### config.mk
export PLATFORM = sky130hd
export DESIGN_NAME = civu_vector_unit
export DESIGN_NICKNAME = d
export VERILOG_FILES = /design/src/design/civu_pkg.sv /design/src/design/civu_vector_unit.sv
export SDC_FILE = /design/constraint.sdc
export NUM_CORES = 1
export LEC_CHECK = 0
export BUFFER_PORTS_ARGS = -buffer_cell sky130_fd_sc_hd__buf_2
export CAP_MARGIN = 30
export CORE_AREA = 5 5 154 156
export CTS_CLUSTER_SIZE = 10
export DETAILED_ROUTE_END_ITERATION = 7
export DIE_AREA = 0 0 159 161
export GPL_TIMING_DRIVEN = 0
export PLACE_DENSITY = 0.7
export SLEW_MARGIN = 30
export SYNTH_ARGS = -nofsm -noshare
export SYNTH_HDL_FRONTEND = slang
export SYNTH_SLANG_ARGS = --single-unit
### constraint.sdc
create_clock -name clk -period 1.8 [get_ports clk]
set_input_delay 0.18 -clock clk [delete_from_list [all_inputs] [get_ports clk]]
set_output_delay 0.18 -clock clk [all_outputs]
set_load 0.005 [all_outputs]
### src/design/civu_pkg.sv
// civu_pkg: constants, codes and state layout of the interrupt vectoring unit
// assumes one system clock shared with the fifo, protocol and host-link logic
package civu_pkg;

	localparam int unsigned FIFO_N = 32;
	localparam int unsigned MODE_W = 3;

	// interrupt_enable_and_flags bit positions
	localparam int unsigned B_BAD_MSG_EN = 31;
	localparam int unsigned B_WAKE_EN = 30;
	localparam int unsigned B_BUS_ERR_EN = 29;
	localparam int unsigned B_SYS_ERR_EN = 28;
	localparam int unsigned B_RX_OVF_EN = 27;
	localparam int unsigned B_TX_ATT_EN = 26;
	localparam int unsigned B_CRC_EN = 25;
	localparam int unsigned B_ECC_EN = 24;
	localparam int unsigned B_TEF_EN = 20;
	localparam int unsigned B_MODE_EN = 19;
	localparam int unsigned B_TBC_EN = 18;
	localparam int unsigned B_RX_EN = 17;
	localparam int unsigned B_TX_EN = 16;
	localparam int unsigned B_BAD_MSG = 15;
	localparam int unsigned B_WAKE = 14;
	localparam int unsigned B_BUS_ERR = 13;
	localparam int unsigned B_SYS_ERR = 12;
	localparam int unsigned B_RX_OVF = 11;
	localparam int unsigned B_TX_ATT = 10;
	localparam int unsigned B_CRC = 9;
	localparam int unsigned B_ECC = 8;
	localparam int unsigned B_TEF = 4;
	localparam int unsigned B_MODE = 3;
	localparam int unsigned B_TBC = 2;
	localparam int unsigned B_RX = 1;
	localparam int unsigned B_TX = 0;

	// writable enables: bits 31..24 and 20..16
	localparam logic [31:0] ENABLE_MASK = 32'hFF1F0000;
	localparam logic [31:0] INT_RESET = 32'h00000000;

	// pending_source_code values
	localparam logic [6:0] CODE_TX_ATT = 7'h4A;
	localparam logic [6:0] CODE_TEF = 7'h49;
	localparam logic [6:0] CODE_BAD_MSG = 7'h48;
	localparam logic [6:0] CODE_MODE = 7'h47;
	localparam logic [6:0] CODE_TBC = 7'h46;
	localparam logic [6:0] CODE_MAB = 7'h45;
	localparam logic [6:0] CODE_ADDR = 7'h44;
	localparam logic [6:0] CODE_RX_OVF = 7'h43;
	localparam logic [6:0] CODE_WAKE = 7'h42;
	localparam logic [6:0] CODE_BUS_ERR = 7'h41;
	localparam logic [6:0] CODE_NONE = 7'h40;
	localparam logic [6:0] CODE_TXQ = 7'h00;
	localparam logic [31:0] VEC_RESET = 32'h00000040;

	typedef struct packed {
		logic [31:0] enables;
		logic bad_message_flag;
		logic bus_wake_flag;
		logic bus_error_flag;
		logic system_error_flag;
		logic mab_fault_seen;
		logic addr_fault_seen;
		logic mode_change_flag;
		logic time_base_wrap_flag;
		logic [MODE_W-1:0] mode_prev;
		logic mode_seen;
		logic [FIFO_N-1:0] rx_pend;
		logic [FIFO_N-1:0] tx_pend;
		logic [31:0] int_word;
		logic [31:0] vec_word;
		logic irq;
	} civu_state_t;

	// one-cycle event pulses from the protocol engine and friends
	typedef struct packed {
		logic bad_message;
		logic bus_wake;
		logic bus_error;
		logic mab_fault;
		logic addr_fault;
		logic time_base_wrap;
	} civu_events_t;

endpackage

### src/design/civu_vector_unit.sv
// civu_vector_unit: interrupt collection, flag register and vector code
// assumes all inputs come from logic on clk; host-link writes arrive as a
// one-cycle strobe with data, and both registers are read from the outputs
//
// Functional notes
// - vector bits 6-0 hold code; 1000000 when idle; reserved codes never shown
// - several pending sources: highest numeric code is reported
// - code 1001010 while any attempt status bit set and attempt enable set
// - code 1001001 while any transmit event queue status bit set
// - code 1001000 for bad message flag with its enable
// - code 1000111 for mode change flag with its enable
// - code 1000110 for time base wrap flag with its enable
// - system errors: 1000101 for buffer over/underflow, 1000100 for address error
// - code 1000011 while any receive overflow status bit set
// - code 1000010 for bus wake flag with its enable
// - code 1000001 for bus error flag with its enable
// - fifo n pending gives code n; transmit queue pending gives 0000000
// - enables at bits 31..24, read/write, zero at reset
// - enables at bits 20..16, read/write, zero at reset
// - hardware sets bits 15,14,13,12,3,2; software clears them by writing
// - bit 11 reads one while any receive overflow is pending
// - bit 4 reads one while a transmit event queue interrupt pends
// - bit 1 shows receive fifo pending, bit 0 transmit fifo pending
// - mode change flag sets whenever operating mode field changes
// - time base wrap flag sets when the 32-bit counter wraps
// - system error flag sets on any system error
// - bits 23-21, 7-5 and vector bit 7 read zero
// - per-fifo pending is or of enabled flags, clears when condition ends
`timescale 1ns/10ps
`default_nettype none

module civu_vector_unit (
	input wire logic clk,
	input wire logic rst,
	input wire logic ce,
	input wire logic int_wr_stb,
	input wire logic [31:0] int_wr_data,
	input wire civu_pkg::civu_events_t events,
	input wire logic [civu_pkg::MODE_W-1:0] operating_mode_field,
	input wire logic host_link_crc_flag,
	input wire logic ram_ecc_flag,
	input wire logic [civu_pkg::FIFO_N-1:0] rx_fifo_raw,
	input wire logic [civu_pkg::FIFO_N-1:0] rx_fifo_raw_en,
	input wire logic [civu_pkg::FIFO_N-1:0] tx_fifo_raw,
	input wire logic [civu_pkg::FIFO_N-1:0] tx_fifo_raw_en,
	input wire logic [civu_pkg::FIFO_N-1:0] per_fifo_overrun_pending,
	input wire logic [civu_pkg::FIFO_N-1:0] per_fifo_attempt_pending,
	input wire logic [civu_pkg::FIFO_N-1:0] tx_event_queue_status,
	output logic [31:0] interrupt_enable_and_flags,
	output logic [31:0] interrupt_vector_code,
	output logic [civu_pkg::FIFO_N-1:0] per_fifo_rx_pending,
	output logic [civu_pkg::FIFO_N-1:0] per_fifo_tx_pending,
	output logic irq
);

	civu_pkg::civu_state_t state_r;
	civu_pkg::civu_state_t state_nxt;

	logic [31:0] en;
	logic [civu_pkg::FIFO_N-1:0] rx_p;
	logic [civu_pkg::FIFO_N-1:0] tx_p;
	logic [civu_pkg::FIFO_N-1:0] fifo_any;
	logic rx_ovf_sum;
	logic tx_att_sum;
	logic tef_sum;
	logic [6:0] code;
	logic [31:0] iw;

	always_comb
	begin
		state_nxt = state_r;

		// receive fifo 0 cannot receive, so its pending bit stays low
		rx_p = rx_fifo_raw & rx_fifo_raw_en;
		rx_p[0] = 1'b0;
		tx_p = tx_fifo_raw & tx_fifo_raw_en;
		state_nxt.rx_pend = rx_p;
		state_nxt.tx_pend = tx_p;

		if (int_wr_stb)
		begin
			state_nxt.enables = int_wr_data & civu_pkg::ENABLE_MASK;
			// written-zero clears; written-one leaves the flag alone
			state_nxt.bad_message_flag = state_r.bad_message_flag
				& int_wr_data[civu_pkg::B_BAD_MSG];
			state_nxt.bus_wake_flag = state_r.bus_wake_flag & int_wr_data[civu_pkg::B_WAKE];
			state_nxt.bus_error_flag = state_r.bus_error_flag
				& int_wr_data[civu_pkg::B_BUS_ERR];
			state_nxt.system_error_flag = state_r.system_error_flag
				& int_wr_data[civu_pkg::B_SYS_ERR];
			state_nxt.mode_change_flag = state_r.mode_change_flag
				& int_wr_data[civu_pkg::B_MODE];
			state_nxt.time_base_wrap_flag = state_r.time_base_wrap_flag
				& int_wr_data[civu_pkg::B_TBC];
			// the cause of a system error goes with the flag
			state_nxt.mab_fault_seen = state_r.mab_fault_seen & int_wr_data[civu_pkg::B_SYS_ERR];
			state_nxt.addr_fault_seen = state_r.addr_fault_seen
				& int_wr_data[civu_pkg::B_SYS_ERR];
		end
		// vector must follow the enables being written, as the flag word does
		en = state_nxt.enables;

		// sets are applied after clears so an event in a clearing cycle survives
		if (events.bad_message)
			state_nxt.bad_message_flag = 1'b1;
		if (events.bus_wake)
			state_nxt.bus_wake_flag = 1'b1;
		if (events.bus_error)
			state_nxt.bus_error_flag = 1'b1;
		if (events.mab_fault)
			state_nxt.mab_fault_seen = 1'b1;
		if (events.addr_fault)
			state_nxt.addr_fault_seen = 1'b1;
		if (events.mab_fault || events.addr_fault)
			state_nxt.system_error_flag = 1'b1;
		if (events.time_base_wrap)
			state_nxt.time_base_wrap_flag = 1'b1;
		// no flag on the first sample after reset: there is nothing to compare with
		if (state_r.mode_seen && (operating_mode_field != state_r.mode_prev))
			state_nxt.mode_change_flag = 1'b1;
		state_nxt.mode_prev = operating_mode_field;
		state_nxt.mode_seen = 1'b1;

		rx_ovf_sum = |per_fifo_overrun_pending;
		tx_att_sum = |per_fifo_attempt_pending;
		tef_sum = |tx_event_queue_status;

		// vector from the flag values being registered this cycle
		fifo_any = rx_p | tx_p;
		code = civu_pkg::CODE_NONE;
		for (int i = 1; i < civu_pkg::FIFO_N; i++)
		begin
			if (fifo_any[i])
				code = 7'(i);
		end
		if ((code == civu_pkg::CODE_NONE) && tx_p[0])
			code = civu_pkg::CODE_TXQ;
		// later lines override earlier, so the highest code wins
		if (state_nxt.bus_error_flag && en[civu_pkg::B_BUS_ERR_EN])
			code = civu_pkg::CODE_BUS_ERR;
		if (state_nxt.bus_wake_flag && en[civu_pkg::B_WAKE_EN])
			code = civu_pkg::CODE_WAKE;
		if (rx_ovf_sum)
			code = civu_pkg::CODE_RX_OVF;
		if (state_nxt.addr_fault_seen && state_nxt.system_error_flag
			&& en[civu_pkg::B_SYS_ERR_EN])
			code = civu_pkg::CODE_ADDR;
		if (state_nxt.mab_fault_seen && state_nxt.system_error_flag
			&& en[civu_pkg::B_SYS_ERR_EN])
			code = civu_pkg::CODE_MAB;
		if (state_nxt.time_base_wrap_flag && en[civu_pkg::B_TBC_EN])
			code = civu_pkg::CODE_TBC;
		if (state_nxt.mode_change_flag && en[civu_pkg::B_MODE_EN])
			code = civu_pkg::CODE_MODE;
		if (state_nxt.bad_message_flag && en[civu_pkg::B_BAD_MSG_EN])
			code = civu_pkg::CODE_BAD_MSG;
		if (tef_sum)
			code = civu_pkg::CODE_TEF;
		if (tx_att_sum && en[civu_pkg::B_TX_ATT_EN])
			code = civu_pkg::CODE_TX_ATT;
		state_nxt.vec_word = {25'h0000000, code};

		// assembled word; unimplemented bits stay zero
		iw = state_nxt.enables;
		iw[civu_pkg::B_BAD_MSG] = state_nxt.bad_message_flag;
		iw[civu_pkg::B_WAKE] = state_nxt.bus_wake_flag;
		iw[civu_pkg::B_BUS_ERR] = state_nxt.bus_error_flag;
		iw[civu_pkg::B_SYS_ERR] = state_nxt.system_error_flag;
		iw[civu_pkg::B_RX_OVF] = rx_ovf_sum;
		iw[civu_pkg::B_TX_ATT] = tx_att_sum;
		iw[civu_pkg::B_CRC] = host_link_crc_flag;
		iw[civu_pkg::B_ECC] = ram_ecc_flag;
		iw[civu_pkg::B_TEF] = tef_sum;
		iw[civu_pkg::B_MODE] = state_nxt.mode_change_flag;
		iw[civu_pkg::B_TBC] = state_nxt.time_base_wrap_flag;
		iw[civu_pkg::B_RX] = |rx_p;
		iw[civu_pkg::B_TX] = |tx_p;
		state_nxt.int_word = iw;
		// enables sit exactly 16 bits above their flags
		state_nxt.irq = |(iw[15:0] & iw[31:16]);
	end

	always_ff @(posedge clk)
	begin
		if (rst)
		begin
			state_r <= '0;
			state_r.enables <= civu_pkg::INT_RESET;
			state_r.int_word <= civu_pkg::INT_RESET;
			state_r.vec_word <= civu_pkg::VEC_RESET;
		end
		else if (ce)
			state_r <= state_nxt;
	end

	assign interrupt_enable_and_flags = state_r.int_word;
	assign interrupt_vector_code = state_r.vec_word;
	assign per_fifo_rx_pending = state_r.rx_pend;
	assign per_fifo_tx_pending = state_r.tx_pend;
	assign irq = state_r.irq;

endmodule

`default_nettype wire

==> results of run 1 <==
## logic make-up after synthesis
logic type,Yosys count
compound gates,221
simple gates,294
other cells,1
flops,108
xor+xnor,3
mux,14
buf+inv,165
## flip-flops by register name, indices dropped and copies added (netlist names)
register                    count
per_fifo_tx_pending            32
per_fifo_rx_pending            31
state_r                        25
interrupt_enable_and_flags     13
interrupt_vector_code           6
irq                             1
## per-layer routing
layer | track usage (%) | vias up
met5 | 0 | -
met4 | 5.855 | 2
met3 | 5.665 | 40
met2 | 39.24 | 381
met1 | 24.04 | 3465
li1 | - | 3601
## how the worst min path moves through the flow
stage                          startpoint                         to  slack, ns  cells past startpoint
after floorplan           int_wr_data[16]  state_r[157]$_SDFFE_PP0P_       0.32                      2
after global placement    int_wr_data[24]  state_r[165]$_SDFFE_PP0P_       0.43                      3
after detailed placement  int_wr_data[31]  state_r[172]$_SDFFE_PP0P_       0.44                      3
after CTS                 int_wr_data[29]  state_r[170]$_SDFFE_PP0P_       0.04                      3
after global routing      int_wr_data[26]  state_r[167]$_SDFFE_PP0P_       0.06                      3
final                     int_wr_data[29]  state_r[170]$_SDFFE_PP0P_       0.06                      3
## worst max-delay path, stage by stage (launching register included)
cell and delay [ns]:
dfxtp_1 0.34, xnor2_2 0.20, o2111ai_2 0.21, a31oi_4 0.21, nand4_1 0.21, or3b_1 0.44, a21oi_1 0.15
## power groups by stage
stage	registers, W	clock network [W]	logic, W
CTS	0.00256	0.00225	0.00142
finish	0.00256	0.00218	0.00143
detailed placement	0.00261	0	0.00137
floorplan	0.00259	0	0.000678
global route	0.00257	0.00233	0.00155
global placement	0.00260	0	0.00136
## through the flow
stage / setup TNS (ns) / cell area [um^2]
floorplan: 0 / 6576
global placement: -40.74 / 8720
detailed placement: -42.12 / 8720
CTS: -0.1312 / 9166
global route: -0.1688 / 9250
finish: -0.03154 / 9250
## area by class of cell
class	count	area (um^2)	share of cell area, %
diodes	2	5.005	0.05411
plain buffers	161	1097	11.86
clock buffers	9	225.2	2.435
clock inverters	7	88.84	0.9604
inverters	4	15.01	0.1623
multi-input cells	559	3441	37.20
flip-flops and latches	108	2167	23.43
well taps	285	356.6	3.855
repair buffers	366	1854	20.05
## timing repair
item	CTS	global route
pin swaps	9	3
buffers inserted	6	3
gates resized for setup	20	10
hold endpoints to repair	0	0
setup endpoints to repair	46	7
## placed cells by master, fill, tap and decap left out, types with 27 or more instances in the layout
master    instances
conb_1           27
nand2_1          51
a21oi_1          89
buf_2           358
buf_4           137
a22oi_1          53
nand2b_1         68
dfxtp_1         104
nor2_1           30
nand3_1          69
==> out/results.ini, run 1 <==
[place]
dp_slack_ns = -0.8692
gp_congestion = 0.9249
dp.cells = 1474
dp_hpwl_um = 24350
io_buffers = 357

[timing]
max_slew_margin_pct = 52.03
finalSetupViolations = 1
max_freq_ghz = 0.5460
worstMarginPinSlew_ns = 0.7195
post-route-min-period_ns = 1.832
clock_skew_ns = 0.01513
min_period_over_period_pct = 101.8
final-max-slew-violation-count = 0
rsz0062_at_grt = yes
whs_ns = 0.05929
worst_slack_ns = -0.03154
finalHoldViolCount = 0

[final_layout]
nets = 1480
fillers = 2272
instances_no_fill = 1501
finish.utilization_pct = 41.62
drive_above_1_share_pct = 45.47
synthToLayoutAreaGrowth_pct = 42.78

[pwr]
p_per_area_nw_per_um2 = 665.8
swShare_pct = 30.20
p_comb_share_pct = 23.2
clkPwrFrac_pct = 35.3
seqPwrFrac_pct = 41.5
p_switching_w = 0.001860
p_int_w = 0.004299
vdd_drop_max_v = 0.0004662
power_w = 0.006158
power_leakage_nw = 4.370

[detailed_routing]
met1_length_um = 11140
route.met3.wl_um = 2382
drt_wl_total_um = 28950
avgRoutedWirePerCell_um = 19.29
wl_met2_um = 14790
top_layer = met5
ant_nets = 0
drc = 0
vias = 7489
via_per_inst = 4.989
drt_iter0_drc = 699
drt_pass1_iterations = 5

[clocking]
cts-hold-fix-buffers = 0
ctsHtreeMaxLevel = 3
tritoncts = yes
clk_latency_ns = 0.36
cts_inserted_buffers = 9
path_clk_slew_ns = 0.09
root_buffer = clkbuf_16
cts_sinks = 108
cts_max_path_buffers = 2

[setup_path]
ff2ff_path_depth = 6
cp_max_fo = 3
regToRegSetupSlack_ns = -0.03
cp-startpoint = state_r[131]$_SDFFE_PP0P_
critPathCapture = interrupt_vector_code[4]$_SDFFE_PP0P_
arrival_ns = 2.11
crit_path_end_kind = flop
r2r_start = state_r[131]$_SDFFE_PP0P_
critical_path_class = reg2reg
cp.required_ns = 2.08
worstReg2RegEnd = interrupt_vector_code[4]$_SDFFE_PP0P_
critPathLaunchType = flop

[global_route]
grt_max_degree = 21
grt_usage_pct = 21.23
grt_overflow = 0
antenna_found_initial = 6
grt_pass1_wl_um = 42370
grt_pass1_vias = 7456

[synthesis]
synthFlopType = dfxtp_1
syn_inst = 806
seq_area_frac_synth_pct = 33.37
synth_area_leaders = dfxtp_1 33%, buf_4 15%, a21oi_1 7.0%, nand2b_1 6.6%, a22oi_1 6.1%
synth_common_cells = 128 x buf_4, 108 x dfxtp_1, 90 x a21oi_1
yosysMostFrequentCell = buf_4
syn_avg_cell_area_um2 = 8.038
ys_seq_elements = 108
synth_top_area_cell = dfxtp_1
synth-edff-count = 0
synthSimpleGateAreaFrac_pct = 24.35
synth_area_um2 = 6479
synth.mux.area_fraction_pct = 2.221
synth.distinct_cells = 61
ys_async_sr_fraction_pct = 0
synth_top_area_share_pct = 33.37
synth_top_family_by_area = simple AND/OR/NAND/NOR gates
synth_xor_area_share_pct = 0.4056
post_synth_fa_ha_maj_area_fraction_pct = 0
ys_warn_count = 0
synth_compound_area_share_pct = 22.48

[job]
cap_violations = 0

[floorplan]
io_pins = 400
die_x_um = 159
die-area_um2 = 25600
start_util_pct = 29.15
std_cell_rows = 55
core-area_um2 = 22230
die_y_um = 161

[run_status]
violations = setup timing
status = complete, but fails checks

[min_path]
hp-class = in2reg

Power figures use the tool's default switching activity.
==> inputs of run 2 (changes only) <==
--- a/config.mk
+++ b/config.mk
@@ -12,7 +12,8 @@
 export DETAILED_ROUTE_END_ITERATION = 7
 export DIE_AREA = 0 0 159 161
 export GPL_TIMING_DRIVEN = 0
-export PLACE_DENSITY = 0.7
+export PLACE_DENSITY = 0.66
+export SKIP_LAST_GASP = 1
 export SLEW_MARGIN = 30
 export SYNTH_ARGS = -nofsm -noshare
 export SYNTH_HDL_FRONTEND = slang
==> out/results.ini, run 2 (synthesized netlist as in run 1, its figures left out) <==
[final_layout]
final_cell_mix = 358 x buf_2, 134 x buf_4, 106 x dfxtp_1  ; was 358 x buf_2, 137 x buf_4, 104 x dfxtp_1
drive_above_1_share_pct = 44.79  ; was 45.47%
synthToLayoutAreaGrowth_pct = 41.21  ; was 42.78%
post-route-cell-area_um2 = 9149  ; was 9250 um^2
nets = 1477  ; was 1480
largest_reg_flops = 32  ; unchanged
mostFrequentLayoutCell = buf_2  ; unchanged

[timing]
worstMarginPinSlew_ns = 0.7235  ; was 0.7195 ns
rsz0062_at_grt = yes  ; unchanged
final-max-slew-violation-count = 0  ; unchanged
worst_slack_ns = -0.03307  ; was -0.03154 ns
post-route-min-period_ns = 1.833  ; was 1.832 ns
finalHoldViolCount = 0  ; unchanged
tns_ns = -0.03307  ; was -0.03154 ns
max_slew_margin_pct = 51.77  ; was 52.03%
clock_skew_ns = 0.01091  ; was 0.01513 ns
min_period_over_period_pct = 101.8  ; about the same
finalSetupViolations = 1  ; unchanged
max_freq_ghz = 0.5455  ; was 0.5460 GHz

[floorplan]
std_cell_rows = 55  ; unchanged
die-area_um2 = 25600  ; unchanged
die_x_um = 159  ; unchanged
start_util_pct = 29.15  ; unchanged
core-area_um2 = 22230  ; unchanged
io_pins = 400  ; unchanged
die_y_um = 161  ; unchanged

[place]
dp_slack_ns = -0.8774  ; was -0.8692 ns
place_area_um2 = 8720  ; unchanged
io_buffers = 357  ; unchanged
dp_hpwl_um = 24560  ; was 24350 um
gp_congestion = 0.9205  ; was 0.9249

[global_route]
grt_usage_pct = 21.52  ; was 21.23%
grt_pass1_vias = 7260  ; was 7456
grt_overflow = 0  ; unchanged
grt_max_degree = 19  ; was 21
grt_pass1_wl_um = 42830  ; was 42370 um
antenna_found_initial = 8  ; was 6

[detailed_routing]
vias = 7433  ; was 7489
ant_nets = 0  ; unchanged
drt_iter0_drc = 612  ; was 699
avgRoutedWirePerCell_um = 19.55  ; was 19.29 um
via_per_inst = 4.965  ; was 4.989
drt_pass1_iterations = 5  ; unchanged
drt_wl_total_um = 29260  ; was 28950 um
drc = 0  ; unchanged

[job]
cap_violations = 0  ; unchanged

[setup_path]
path_cells = mux2i_1 > a211oi_1 > or4_4 > a211o_1 > a311oi_1  ; was xnor2_2 > o2111ai_2 > a31oi_4 > nand4_1 > or3b_1 > a21oi_1
arrival_ns = 2.09  ; was 2.11 ns
cp_max_fo = 3  ; unchanged
crit_path_end_kind = flop  ; unchanged
crit_slowest_cell = or4_4  ; was or3b_1
cp.required_ns = 2.06  ; was 2.08 ns
critPathLaunchType = flop  ; unchanged
max_stage_delay_ns = 0.52  ; was 0.44 ns
critical_path_class = reg2reg  ; unchanged

[clocking]
cts_inserted_buffers = 9  ; unchanged
clk_latency_ns = 0.36  ; about the same
tritoncts = yes  ; unchanged
cts_max_path_buffers = 2  ; unchanged
root_buffer = clkbuf_16  ; unchanged
cts_sinks = 108  ; unchanged
cts-hold-fix-buffers = 0  ; unchanged
path_clk_slew_ns = 0.08  ; was 0.09 ns
ctsHtreeMaxLevel = 3  ; unchanged

[pwr]
p_per_area_nw_per_um2 = 646.1  ; was 665.8 nW/um^2
vdd_drop_max_v = 0.0004105  ; was 0.0004662 V
power_w = 0.005911  ; was 0.006158 W
power_leakage_nw = 4.328  ; was 4.370 nW

[run_status]
status = complete, but fails checks  ; unchanged
violations = setup timing  ; unchanged

[min_path]
hp-class = in2reg  ; unchanged

[run 2: per-layer routing]
| layer | wire length [um] | track usage, % |
|---|---|---|
| met2 | 14920 | 39.01 |
| met5 | 34 | 0 |
| met4 | 622 | 6.204 |
| met3 | 2441 | 6.277 |
| met1 | 11240 | 24.58 |
[run 2: critical path, delay by kind of cell (launching register included)]
family	cells	cell delay, ns
flip-flops	1	0.32
AND/OR/NAND/NOR	1	0.52
AO/OA/AOI/OAI	3	0.65
multiplexers	1	0.25
[run 2: worst paths after layout]
kind                                                      startpoint                                     to  slack [ns]  cells after the start
worst max register to register             state_r[169]$_SDFFE_PP0P_  interrupt_vector_code[0]$_SDFFE_PP0P_       -0.03                      5
worst min register to register  per_fifo_rx_pending[21]$_SDFFE_PP0P_   per_fifo_rx_pending[21]$_SDFFE_PP0P_        0.47                      2
worst min-delay path                                 int_wr_data[16]              state_r[157]$_SDFFE_PP0P_        0.06                      3
worst max-delay path                       state_r[169]$_SDFFE_PP0P_  interrupt_vector_code[0]$_SDFFE_PP0P_       -0.03                      5
[run 2: power breakdown]
| part | internal, W | total [W] | switching (W) |
|---|---|---|---|
| sequential | 0.00249 | 0.00256 | 0.0000650 |
| clock | 0.000947 | 0.00195 | 0.000998 |
| combinational | 0.000679 | 0.00141 | 0.000732 |
[run 2: final cells by class]
type | instances | area (um^2)
antenna | 2 | 5.005
inverter | 4 | 15.01
timing repair buffer | 363 | 1832
clock inverter | 6 | 46.29
tap | 285 | 356.6
multi-input combinational | 559 | 3407
clock buffer | 9 | 225.2
fill | 2398 | 13080
buffer | 161 | 1097
sequential | 108 | 2165
[run 2: what timing repair did]
item	4_1_cts	5_1_grt
buffers inserted	3	3
gates resized for setup	17	7
endpoints found under the setup margin	65	5
pin swaps	3	11
[run 2: stage by stage]
stage,utilization (%),std cells,hold WS [ns]
floorplan,-,832,0.3160
global placement,39.23,1474,0.4336
detailed placement,39.23,1474,0.4390
CTS,40.94,1492,0.04976
global route,41.16,1497,0.04844
finish,41.16,1497,0.06275
